## src/hdl/stp_cfg.svh

```systemverilog
// constants for the servo target/position command block
// assumes a single 20 MHz servo clock domain
`ifndef STP_CFG_SVH
`define STP_CFG_SVH
`define STP_CMD_WRITE_IMM 8'h0B
`define STP_CMD_READ_REG 8'h0C
`define STP_CMD_ZERO_TARGET 8'h90
`define STP_CMD_ZERO_TGT_POS 8'h91
`define STP_CMD_TGT_TO_POS 8'h92
`define STP_SRC_TRAJ 2'h0
`define STP_SRC_STEP 2'h1
`define STP_SRC_INPUT 2'h2
`define STP_REG_TARGET 8'h00
`define STP_REG_POSITION 8'h01
`endif

```

## src/hdl/stp_pkg.sv

```systemverilog
// types for the servo target/position command block
// assumes stp_cfg.svh supplies the numeric constants
package stp_pkg;
    typedef enum logic [2:0] {
        STP_OP_NONE,
        STP_OP_TGT_TO_POS,
        STP_OP_ZERO_TGT,
        STP_OP_ZERO_BOTH,
        STP_OP_WRITE,
        STP_OP_READ
    } stp_op_t;
endpackage

```

## src/hdl/stp_decode.sv

```systemverilog
// command number decoder
// assumes the command word is stable while cmd_valid is high
`timescale 1ns/1ns
`include "stp_cfg.svh"
module stp_decode
    import stp_pkg::*;
(
    input wire logic [7:0] cmd_num,
    input wire logic cmd_alt,
    output stp_op_t op
);
    // one number may carry several commands; cmd_alt picks the alternate use
    always_comb begin
        op = STP_OP_NONE;
        case (cmd_num)
            `STP_CMD_TGT_TO_POS: op = STP_OP_TGT_TO_POS;
            `STP_CMD_ZERO_TARGET: op = STP_OP_ZERO_TGT;
            `STP_CMD_ZERO_TGT_POS: op = STP_OP_ZERO_BOTH;
            `STP_CMD_WRITE_IMM: op = cmd_alt ? STP_OP_NONE : STP_OP_WRITE;
            `STP_CMD_READ_REG: op = cmd_alt ? STP_OP_NONE : STP_OP_READ;
            default: op = STP_OP_NONE;
        endcase
    end
endmodule

```

## src/hdl/stp_core.sv

```systemverilog
// target and position register keeper with command execution
// assumes the host presents one command per cmd_valid pulse, all on sys_clk
// assumes sources and position feedback come from logic on the same clock
`timescale 1ns/1ns
`include "stp_cfg.svh"

// Overview of operation
// - target-to-position command loads target with the present position register value
// - zero-target command moves target minus position into position and clears target on the same edge
// - zero-target-and-position command clears both target and position
// - target follows at most one selected source: trajectory, step-direction or input mode
// - servo loop input is target; position error is target minus position
// - one command number may carry several commands, told apart by alternate use
// - number 11 is immediate register write, number 12 is register read
module stp_core
    import stp_pkg::*;
#(
    parameter int WIDTH = 32
)
(
    input wire logic sys_clk,
    input wire logic sys_rst,
    input wire logic cmd_valid,
    input wire logic [7:0] cmd_num,
    input wire logic cmd_alt,
    input wire logic [7:0] cmd_reg,
    input wire logic [WIDTH-1:0] cmd_data,
    input wire logic [1:0] target_src,
    input wire logic traj_valid,
    input wire logic [WIDTH-1:0] traj_target,
    input wire logic step_valid,
    input wire logic [WIDTH-1:0] step_target,
    input wire logic input_valid,
    input wire logic [WIDTH-1:0] input_target,
    input wire logic pos_valid,
    input wire logic [WIDTH-1:0] pos_meas,
    output logic ack,
    output logic rsp_valid,
    output logic [WIDTH-1:0] rsp_data,
    output logic [WIDTH-1:0] target,
    output logic [WIDTH-1:0] position,
    output logic [WIDTH-1:0] pos_error
);
    // the subtractor and the host word format are only planned for 8 to 64 bits
    if (WIDTH < 8 || WIDTH > 64) begin : g_width_check
        $error("stp_core: WIDTH must lie between 8 and 64");
    end

    ////////////////////////////////////////////////////////////////////////
    stp_op_t op;
    logic [WIDTH-1:0] target_q;
    logic [WIDTH-1:0] target_d;
    logic [WIDTH-1:0] position_q;
    logic [WIDTH-1:0] position_d;
    logic [WIDTH-1:0] pos_error_q;
    logic [WIDTH-1:0] pos_error_d;
    logic ack_q;
    logic ack_d;
    logic rsp_valid_q;
    logic rsp_valid_d;
    logic [WIDTH-1:0] rsp_data_q;
    logic [WIDTH-1:0] rsp_data_d;
    logic src_valid;
    logic [WIDTH-1:0] src_value;
    logic do_copy;
    logic do_zero_tgt;
    logic do_zero_both;
    logic do_write;
    logic do_read;

    ////////////////////////////////////////////////////////////////////////
    // register select decode, shared by the write and the read paths
    function automatic logic sel_is_target(input logic [7:0] sel);
        return sel == `STP_REG_TARGET;
    endfunction

    function automatic logic sel_is_position(input logic [7:0] sel);
        return sel == `STP_REG_POSITION;
    endfunction

    // position error, shared by zero-target and the servo loop output
    function automatic logic [WIDTH-1:0] err_of(
        input logic [WIDTH-1:0] tgt,
        input logic [WIDTH-1:0] pos
    );
        return tgt - pos;
    endfunction

    stp_decode u_dec (
        .cmd_num(cmd_num),
        .cmd_alt(cmd_alt),
        .op(op)
    );

    // single selected source, others ignored
    always_comb begin
        case (target_src)
            `STP_SRC_TRAJ: begin
                src_valid = traj_valid;
                src_value = traj_target;
            end
            `STP_SRC_STEP: begin
                src_valid = step_valid;
                src_value = step_target;
            end
            `STP_SRC_INPUT: begin
                src_valid = input_valid;
                src_value = input_target;
            end
            default: begin
                src_valid = 1'b0;
                src_value = '0;
            end
        endcase
    end

    ////////////////////////////////////////////////////////////////////////
    // one strobe per executed command; unknown numbers and alternate use of 11 or 12 raise none
    always_comb begin
        do_copy = 1'b0;
        do_zero_tgt = 1'b0;
        do_zero_both = 1'b0;
        do_write = 1'b0;
        do_read = 1'b0;
        if (cmd_valid) begin
            case (op)
                STP_OP_TGT_TO_POS: begin
                    do_copy = 1'b1;
                end
                STP_OP_ZERO_TGT: begin
                    do_zero_tgt = 1'b1;
                end
                STP_OP_ZERO_BOTH: begin
                    do_zero_both = 1'b1;
                end
                STP_OP_WRITE: begin
                    do_write = 1'b1;
                end
                STP_OP_READ: begin
                    do_read = 1'b1;
                end
                default: begin
                    do_copy = 1'b0;
                end
            endcase
        end
    end

    ////////////////////////////////////////////////////////////////////////
    // a command wins over a source update in the same cycle, so a copy or
    // clear from the host is never lost to a trajectory step landing alongside
    always_comb begin
        target_d = target_q;
        if (src_valid) begin
            target_d = src_value;
        end
        if (do_copy) begin
            target_d = position_q;
        end
        if (do_zero_tgt || do_zero_both) begin
            target_d = '0;
        end
        if (do_write && sel_is_target(cmd_reg)) begin
            target_d = cmd_data;
        end
    end

    always_ff @(posedge sys_clk) begin
        if (sys_rst) begin
            target_q <= '0;
        end else begin
            target_q <= target_d;
        end
    end

    ////////////////////////////////////////////////////////////////////////
    // same priority; a feedback sample in a zeroing cycle is dropped and
    // the next servo sample loads pos_meas unchanged over the zeroed value
    always_comb begin
        position_d = position_q;
        if (pos_valid) begin
            position_d = pos_meas;
        end
        if (do_zero_tgt) begin
            position_d = err_of(target_q, position_q);
        end
        if (do_zero_both) begin
            position_d = '0;
        end
        if (do_write && sel_is_position(cmd_reg)) begin
            position_d = cmd_data;
        end
    end

    always_ff @(posedge sys_clk) begin
        if (sys_rst) begin
            position_q <= '0;
        end else begin
            position_q <= position_d;
        end
    end

    ////////////////////////////////////////////////////////////////////////
    // built from the next values so the error changes on the same edge as its operands
    always_comb begin
        pos_error_d = err_of(target_d, position_d);
    end

    always_ff @(posedge sys_clk) begin
        if (sys_rst) begin
            pos_error_q <= '0;
        end else begin
            pos_error_q <= pos_error_d;
        end
    end

    ////////////////////////////////////////////////////////////////////////
    // acknowledge for every executed non-read command, data only on a read
    always_comb begin
        ack_d = do_copy || do_zero_tgt || do_zero_both || do_write;
        rsp_valid_d = do_read;
        rsp_data_d = rsp_data_q;
        if (do_read) begin
            rsp_data_d = sel_is_position(cmd_reg) ? position_q : target_q;
        end
    end

    always_ff @(posedge sys_clk) begin
        if (sys_rst) begin
            ack_q <= 1'b0;
            rsp_valid_q <= 1'b0;
            rsp_data_q <= '0;
        end else begin
            ack_q <= ack_d;
            rsp_valid_q <= rsp_valid_d;
            rsp_data_q <= rsp_data_d;
        end
    end

    assign ack = ack_q;
    assign rsp_valid = rsp_valid_q;
    assign rsp_data = rsp_data_q;
    assign target = target_q;
    assign position = position_q;
    assign pos_error = pos_error_q;
endmodule

```

## config.mk

```make
export PLATFORM = sky130hd
export DESIGN_NAME = stp_core
export DESIGN_NICKNAME = d
export VERILOG_FILES = /design/src/hdl/stp_pkg.sv /design/src/hdl/stp_decode.sv /design/src/hdl/stp_core.sv
export VERILOG_INCLUDE_DIRS = /design/src /design/src/hdl
export SDC_FILE = /design/constraint.sdc
export NUM_CORES = 1
export LEC_CHECK = 0
export BUFFER_PORTS_ARGS = -buffer_cell sky130_fd_sc_hd__buf_2
export CAP_MARGIN = 10
export CORE_ASPECT_RATIO = 1.75
export CORE_MARGIN = 3
export CORE_UTILIZATION = 40
export CTS_CLUSTER_SIZE = 20
export DETAILED_ROUTE_END_ITERATION = 16
export PLACE_DENSITY = 0.78
export SYNTH_ARGS = -nofsm -noshare
export SYNTH_HDL_FRONTEND = slang
export SYNTH_HIERARCHICAL = 1
export SYNTH_SLANG_ARGS = --single-unit
```

## constraint.sdc

```tcl
create_clock -name sys_clk -period 10.5 [get_ports sys_clk]
set_clock_uncertainty 0.05 [all_clocks]
set_input_delay 3.15 -clock sys_clk [delete_from_list [all_inputs] [get_ports sys_clk]]
set_output_delay 3.15 -clock sys_clk [all_outputs]
set_load 0.1 [all_outputs]
```

* After elaboration in Yosys (flattened, before gate mapping)
Cells that the tools add are included.
Word-level totals: register bits after elaboration 130, output and inout bits 130, word-level logic and storage cells 53
Cells by class: $add $sub $neg 2, equal/unequal tests 13, multiplexer cells 24, reduce and logical (&&, ||, !) cells 8
Operators with widths (number):
- two-way mux 32 bit | 9
- case mux 32 bit (3 select lines) | 1
- subtractor 32 bit | 2
- == test 8 bit (second input constant) | 3
- == test 8 x 4 -> 1 bit (second input constant) | 2
- case mux 3 bit (5 select lines) | 1
- two-way mux 1 bit | 10
- == test 8 x 1 -> 1 bit (second input constant) | 1
- zero test 8 bit | 1
- == test 3 x 2 -> 1 bit (second input constant) | 2
- == test 3 bit (second input constant) | 2
- two-way mux 3 bit | 2
- logical OR 1 bit | 4
- == test 3 x 1 -> 1 bit (second input constant) | 1
- case mux 1 bit (3 select lines) | 1
- == test 2 x 1 -> 1 bit (second input constant) | 1
- == test 2 bit (second input constant) | 1
- logical AND 1 bit | 2
- zero test 2 bit | 1

* Depth between registers and ports, before layout
Gate-level depths: netlist (run 1).
depth in word-level cells 9, gate-level depth with buffers 24, gate-level depth less buffers 23

* Cells and area by module
The synthesis (run 1) kept the hierarchy.
Modules (own cells, without submodules):
- stp_core | times used 1, cells an instance 1270, area each 9482.8 sq um
- stp_decode | times used 1, cells an instance 14, area each 90.1 sq um

* Worst setup path after synthesis (run 1)
Ideal clock, no wire load.
path kind input-to-reg, start point input cmd_reg[5], end point register pos_error_q[30], in the netlist pos_error[30], arrival time 7.481 ns, data required time 10.322 ns, path slack 2.841 ns, cell stages on the path 20, cell sequence or4_1 > nor4_1 > nand2_1 > nor3_2 > clkbuf_1 > nand2_1 > o21ai_0 > ha_1 > inv_1 > fa_1 > a21oi_1 > o21ai_0 > a21oi_1 > o21ai_1 > a221oi_1 > nand4b_1 > a21oi_1 > a311oi_1 > xor2_1 > nor2_1
Between the ends: cells in the longest elaborated chain, start to end 4
Ends and longest elaborated chain:
- start, declared | line stp_core.sv:26 | input wire logic [7:0] cmd_reg,
- == test 8 x 1 -> 1 bit (no line)
- logical AND 1 bit | line stp_core.sv:190 | if (do_write && sel_is_position(cmd_reg)) begin
- two-way mux 32 bit | line stp_core.sv:190
- named net position_d[0] | line stp_core.sv:54 | logic [WIDTH-1:0] position_d;
- subtractor 32 bit | line stp_core.sv:86 | return tgt - pos;
- end signal, assigned | line stp_core.sv:213 | pos_error_q <= pos_error_d;
- end, declared | line stp_core.sv:55 | logic [WIDTH-1:0] pos_error_q;
The timed path passes the listed nets, and every way through them passes these cells. A chain may end at the register's enable or synchronous reset.

* Final worst setup path (run 1)
start point input cmd_num[4], end point register pos_error_q[30], in the netlist pos_error[30]
Between the ends: cells in the longest elaborated chain, start to end 9
Ends and longest elaborated chain:
- start, declared | line stp_core.sv:24 | input wire logic [7:0] cmd_num,
- == test 8 x 4 -> 1 bit / == test 8 bit (equally long branches) | line stp_decode.sv:15 | case (cmd_num)
- case mux 3 bit (5 select lines) (*) | line stp_decode.sv:15
- named net op[2] | line stp_core.sv:50 | stp_op_t op;
- == test 3 x 1 -> 1 bit / == test 3 x 2 -> 1 bit (equally long branches) | line stp_core.sv:126 | case (op)
- two-way mux 1 bit | line stp_core.sv:126
- two-way mux 1 bit | line stp_core.sv:125 | if (cmd_valid) begin
- two-way mux 32 bit, or another cell as far along | line stp_core.sv:157 | if (do_copy) begin
- two-way mux 32 bit, on equally long branches | line stp_core.sv:160, stp_core.sv:187
- two-way mux 32 bit, on equally long branches | line stp_core.sv:163, stp_core.sv:190
- subtractor 32 bit (*) | line stp_core.sv:86
Mark *: on every way through the listed nets, which the timed path passes. The rest lies on a longest branch.

==> results of run 1 <==
sequential cells by signal, summed over array words and instances (netlist names):
| register | count |
|---|---|
| ack | 1 |
| pos_error | 32 |
| position | 32 |
| rsp_data | 32 |
| rsp_valid | 1 |
| target | 32 |
cell usage after synthesis (4+ instances only):
cell      count  share of area
nand3_1      17         0.0089
o21ai_0      73          0.038
o211ai_1      7         0.0055
mux2i_1      59          0.062
inv_1        42          0.016
dfxtp_1     130           0.27
a211oi_1     66          0.052
nand2b_1      5         0.0033
o221ai_1     13          0.012
o21bai_1      6         0.0047
buf_1         4         0.0016
a221oi_1      5         0.0046
xor2_1       28          0.026
a21oi_1     153          0.080
nor2_1      219          0.086
nor3_1       12         0.0063
a21o_1       36          0.028
a31oi_1      11         0.0072
and3_1        9         0.0059
ha_1         62          0.081
o22ai_1       6         0.0039
and2_1       35          0.023
o31ai_1       4         0.0031
xnor2_1      32          0.029
clkbuf_1     79          0.031
nand2_1      75          0.029
o21a_1        4         0.0031
nor2b_1      16          0.010
o21ai_1      22          0.012
path summary, 6_finish.rpt:
path                                                start                        end  cells after the start
worst max-delay path                           cmd_num[4]   pos_error[30]$_SDFF_PP0_                     23
worst min-delay path            rsp_data[24]$_SDFFE_PP0P_  rsp_data[24]$_SDFFE_PP0P_                      2
worst max register to register       target[0]$_SDFF_PP0_   pos_error[31]$_SDFF_PP0_                     22
worst min register to register  rsp_data[24]$_SDFFE_PP0P_  rsp_data[24]$_SDFFE_PP0P_                      2
layout make-up:
cell class / count / area (µm²) / share of cell area
multi-input cells: 1027 / 6530 / 0.545
well taps: 304 / 380 / 0.0318
repair buffers: 328 / 1670 / 0.140
diodes: 3 / 7.51 / 0.000627
inverters: 42 / 158 / 0.0132
clock buffers: 17 / 425 / 0.0355
flip-flops and latches: 130 / 2600 / 0.217
clock inverters: 15 / 195 / 0.0163
routing by layer:
layer	GRT usage	share of wire	vias to the layer above
li1	-	-	5127
met1	0.352	0.40	4945
met2	0.483	0.48	554
met3	0.0466	0.076	99
met4	0.134	0.048	2
met5	0	0.00029	-
cells by family after synthesis:
kind of cell    Yosys count
compound gates          434
fa+ha+maj                64
mux                      61
xor+xnor                 60
buf+inv                 127
flops                   130
simple gates            408
power breakdown:
part | internal, mW | switching (mW) | leakage, nW | total, mW
Clock | 0.381 | 0.259 | 0.297 | 0.640
Sequential | 0.547 | 0.0446 | 1.07 | 0.592
Combinational | 0.306 | 0.791 | 4.18 | 1.10
Total | 1.23 | 1.09 | 5.54 | 2.33
tightest hold or removal path: stages (launching register included):
cell and delay, ps:
dfxtp_1 300, nor2_1 90, a211oi_1 50
cells in the final DEF (no fill, tap or decap), drive strengths merged, types with 28 or more instances in the layout:
cell type / synthesis / routed
dfxtp: 130 / 130
and2: 35 / 35
o21ai: 95 / 95
xor2: 28 / 28
a21oi: 153 / 153
nor2: 220 / 220
mux2i: 59 / 59
nand2: 75 / 75
buf: 6 / 328
a21o: 36 / 36
a211oi: 66 / 66
xnor2: 32 / 32
inv: 42 / 50
ha: 62 / 62
==> results_dict.tcl, run 1 <==
set metrics [dict create \
    grt_usage 0.286 \
    ant_nets 0 \
    insertion_delay_ps 440 \
    dieArea_um2 25900 \
    cp_slowest_stage_delay_ps 580 \
    crit_top_cell "a21oi_1" \
    period_needed_ps 8610 \
    required_ps 10760 \
    utilization 0.511 \
    r2r_slack_ps 4400 \
    arrival_ps 8870 \
    finalCritPeriodShare 0.820 \
    drt-pass1-iter-count 5 \
    ys_seq_area_frac 0.272 \
    hold_violations 0 \
    synth_area_per_cell_um2 7.46 \
    drt_iter0_drc 956 \
    finalWorstSetupSlack_ps 1890 \
    path_class "in -> reg" \
    placed_area_um2 11300 \
    via_per_inst 5.75 \
    worst_pin_slew_ps 1070 \
    power_density_nw_per_um2 195 \
    cp_max_fo 33 \
    stdcell_area_um2 12000 \
    rsz0062_at_grt "no" \
    initial_utilization 0.409 \
    cp_slowest_cell "or2_2" \
    io_buffers 315 \
    cts.htree.levels 4 \
    hold_ws_ps 443 \
    synth_top_family_by_area "compound AO/OA/AOI/OAI gates" \
    dp_slack_ps 1560 \
    setup_tns_ps 0 \
    antenna_found_initial 3 \
    synthAdderAreaFrac 0.0852 \
    instances_no_fill 1866 \
    area_growth_pct 25.1 \
    vias 10727 \
    finalNetCount 1796 \
    numCtsBuffers 17 \
    io-pin-count 316 \
    max_freq_mhz 116 \
    cts_resized 0 \
    ys_seq_elements 130 \
    max-vdd-ir-drop_v 0.000129 \
    synth-simple-area-share 0.190 \
    status "finished, final reports clean" \
    drc 0 \
    grt_max_degree 66 \
    synth_edf_count 0 \
    synth_compound_area_frac 0.284 \
    cts_tree "done" \
    worstSetupEndpointType "flop" \
    critPathLaunchType "primary input" \
    drt-wirelength-per-cell_um 20.4 \
    ys_types 66 \
    chipWidth_um 123 \
    clk_pin_slew_ps 70 \
    crit_buf_inv 3 \
    synth_warnings 6 \
    finalSetupViolCount 0 \
    grt.overflow.total 0 \
    place_hpwl_mm 30.0 \
    cap_violations 0 \
    power.total_mw 2.33 \
    grt_pass1_vias 10200 \
    nFillCells 2334 \
    crit_chain "buf_2 > nor4b_2 > nand2_1 > a21oi_1 > nand2_1 > nor4b_4 > buf_4 > or2_2 > nor2_1 > a21oi_1 > ha_1 > inv_1 > fa_1 > a21oi_1 > o21ai_0 > a21oi_1 > o21ai_1 > a221oi_1 > nand4b_1 > a21oi_1 > a311oi_1 > xor2_1 > nor2_1" \
    finalWirelength_mm 38.2 \
    critPathTopFamily "compound AO/OA/AOI/OAI gates" \
    ctsHoldBuffers 0 \
    row_count 74 \
    synth_flop_cell "dfxtp_1" \
    cts_buffer_depth 2 \
    clock-sinks 130 \
    synth.mux.area_fraction 0.0640 \
    synthArstFlopShare 0 \
    synthXorXnorAreaFrac 0.0549 \
    grt_pass1_wl_mm 57.0 \
    hold_class "reg -> reg" \
    maxSlewHeadroom 0.288 \
    cts-root-buf "clkbuf_16" \
    slew_violations 0 \
    syn-cell-area_um2 9570 \
    drive_gt1_frac 0.244 \
    p_leak_nw 5.54 \
    syn_nets 1534 \
    post_cts_buffers 0 \
    die_h_um 211 \
    postSynthCellCount 1284 \
    placed_cells 1831 \
    gp_congestion 0.974 \
    core_um2 23400 \
]
Note: power is estimated with default switching activity, not from simulation.
==> run 2, diff against run 1 <==
Clock period 10.5 ns to 8.7 ns, I/O delays scaled along.
==> run 2 against run 1 <==
Against the previous run: die area stayed put; core utilization down 0.085 points; worst setup slack got worse by 580 ps; combinational power up 22%; routed wire length is 0.78% higher; cell count unchanged; clock-buffer cell count increased by 2; critical endpoint unchanged; total power up 19%.
==> results_dict.tcl, run 2 (synthesis results as in run 1) <==
set metrics [dict create \
    p_sw_frac 0.473 \
    chipWidth_um 123 \
    layout_commonest_cell "buf_2" \
    final_cell_mix "315 x buf_2, 218 x nor2_1, 153 x a21oi_1" \
    post_cts_buffers 0 \
    antenna_found_initial 2 \
    p_leak_nw 5.54 \
    cts_buffer_depth 2 \
    finalSetupViolCount 0 \
    setup_tns_ps 0 \
    cts_tree "done" \
    dp_slack_ps 932 \
    ctsHoldBuffers 0 \
    grt_usage 0.289 \
    maxSlewHeadroom 0.274 \
    critPathTopFamily "compound AO/OA/AOI/OAI gates" \
    power_switching_mw 1.31 \
    p_int_mw 1.46 \
    slew_violations 0 \
    io-pin-count 316 \
    p_seq_frac 0.258 \
    max_freq_mhz 135 \
    power_density_nw_per_um2 232 \
    dieArea_um2 25900 \
    cts-root-buf "clkbuf_16" \
    place_hpwl_mm 30.5 \
    cap_violations 0 \
    drt_iter0_drc 886 \
    cp_slowest_cell "or3_1" \
    row_count 74 \
    drt-wirelength-per-cell_um 20.6 \
    r2r_slack_ps 2760 \
    finalWorstSetupSlack_ps 1300 \
    crit_buf_inv 1 \
    die_h_um 211 \
    grt.overflow.total 0 \
    io_buffers 315 \
    initial_utilization 0.409 \
    crit_chain "buf_2 > or4_1 > nor4_1 > nand2_2 > or3_1 > o311ai_1 > o21ai_1 > ha_1 > a21oi_1 > o21ai_0 > a221oi_1 > o21ai_1 > a221oi_1 > nand4b_1 > a21oi_1 > a311oi_1 > xor2_1 > nor2_1" \
    cts.htree.levels 4 \
    grt_pass1_wl_mm 57.3 \
    hold_violations 0 \
    clk_pin_slew_ps 60 \
    grt_max_degree 66 \
    max-vdd-ir-drop_v 0.000148 \
    drc 0 \
    worst_pin_slew_ps 1090 \
    antenna_cells 0 \
    critPathLaunchType "primary input" \
    numCtsBuffers 17 \
    hold_class "reg -> reg" \
    area_growth_pct 24.8 \
    grt_pass1_vias 10283 \
    worstSetupEndpointType "flop" \
    clock-sinks 130 \
    pwr-share-clk 0.259 \
    via_per_inst 5.71 \
    finalCritPeriodShare 0.850 \
    core_um2 23400 \
    drive_gt1_frac 0.245 \
    drt-pass1-iter-count 5 \
    period_needed_ps 7400 \
    cp_max_fo 23 \
    path_class "in -> reg" \
    cp_slowest_stage_delay_ps 700 \
    ant_nets 0 \
    finalWirelength_mm 38.5 \
    insertion_delay_ps 440 \
    status "finished, final reports clean" \
    finalNetCount 1800 \
    vias 10646 \
    cts_resized 0 \
    required_ps 8960 \
    arrival_ps 7660 \
    combPwrFrac 0.484 \
    gp_congestion 0.973 \
    rsz0062_at_grt "no" \
]
[run 2: cell count changes in the layout (fill, tap and decap cells not counted), moves of 3 or more]
cell,previous run,this run
buf_4,13,17
inv_8,3,0
clkinv_4,0,3
diode_2,3,0
inv_6,5,1
[run 2: worst reg2reg max path, cell delays in order (launching register included)]
cell and delay, ps:
dfxtp_1 440, inv_1 70, ha_1 230, fa_1 420, nor2b_1 230, o2111ai_2 150
nand3_1 170, a2111oi_2 120, o31ai_1 610, a311o_1 360, a21oi_1 130, a221oi_1 530
ha_1 440, a21o_1 210, a31o_2 210, a41oi_1 200, o21ai_1 130, a221o_1 400
nor3_1 150, a21oi_1 160, xnor2_1 230, xnor2_1 150, nor2_1 50
[run 2: cell type report]
| cell class | instances | area [µm²] |
|---|---|---|
| clock buffer | 19 | 443 |
| timing repair buffer | 332 | 1700 |
| sequential | 130 | 2600 |
| fill | 2364 | 11500 |
| clock inverter | 12 | 135 |
| inverter | 42 | 158 |
| tap | 304 | 380 |
| multi-input combinational | 1027 | 6530 |
[run 2: path summary, 6_finish.rpt]
kind | start | end | cells after the start
setup / recovery | cmd_reg[5] | pos_error[30]$_SDFF_PP0_ | 18
hold / removal | rsp_data[24]$_SDFFE_PP0P_ | rsp_data[24]$_SDFFE_PP0P_ | 2
setup reg to reg | target[0]$_SDFF_PP0_ | pos_error[31]$_SDFF_PP0_ | 22
hold reg to reg | rsp_data[24]$_SDFFE_PP0P_ | rsp_data[24]$_SDFFE_PP0P_ | 2
[run 2: power by group through the flow]
stage / registers (mW) / logic, mW / clock network [mW]
2_1_floorplan: 1.17 / 0.563 / 0
3_3_place_gp: 0.723 / 1.32 / 0
3_5_place_dp: 0.723 / 1.32 / 0
4_1_cts: 0.711 / 1.32 / 0.722
5_1_grt: 0.719 / 1.42 / 0.746
6_report: 0.713 / 1.34 / 0.716
[run 2: metal layers]
metal  vias to the layer above  track usage  share of wire
met5                         -            0        0.00060
met4                         4        0.138          0.049
met3                       115       0.0442          0.072
met2                       510        0.482           0.48
met1                      4891        0.361           0.40
li1                       5126            -              -
[run 2: per-stage QoR]
stage	area, µm²	total power, mW	util	hold WS, ps	cells
floorplan	9570	1.74	-	883	1284
global placement	11400	2.04	0.486	439	1835
detailed placement	11400	2.04	0.486	440	1835
CTS	12000	2.76	0.510	448	1866
global route	12000	2.88	0.510	462	1866
finish	12000	2.77	0.510	446	1866
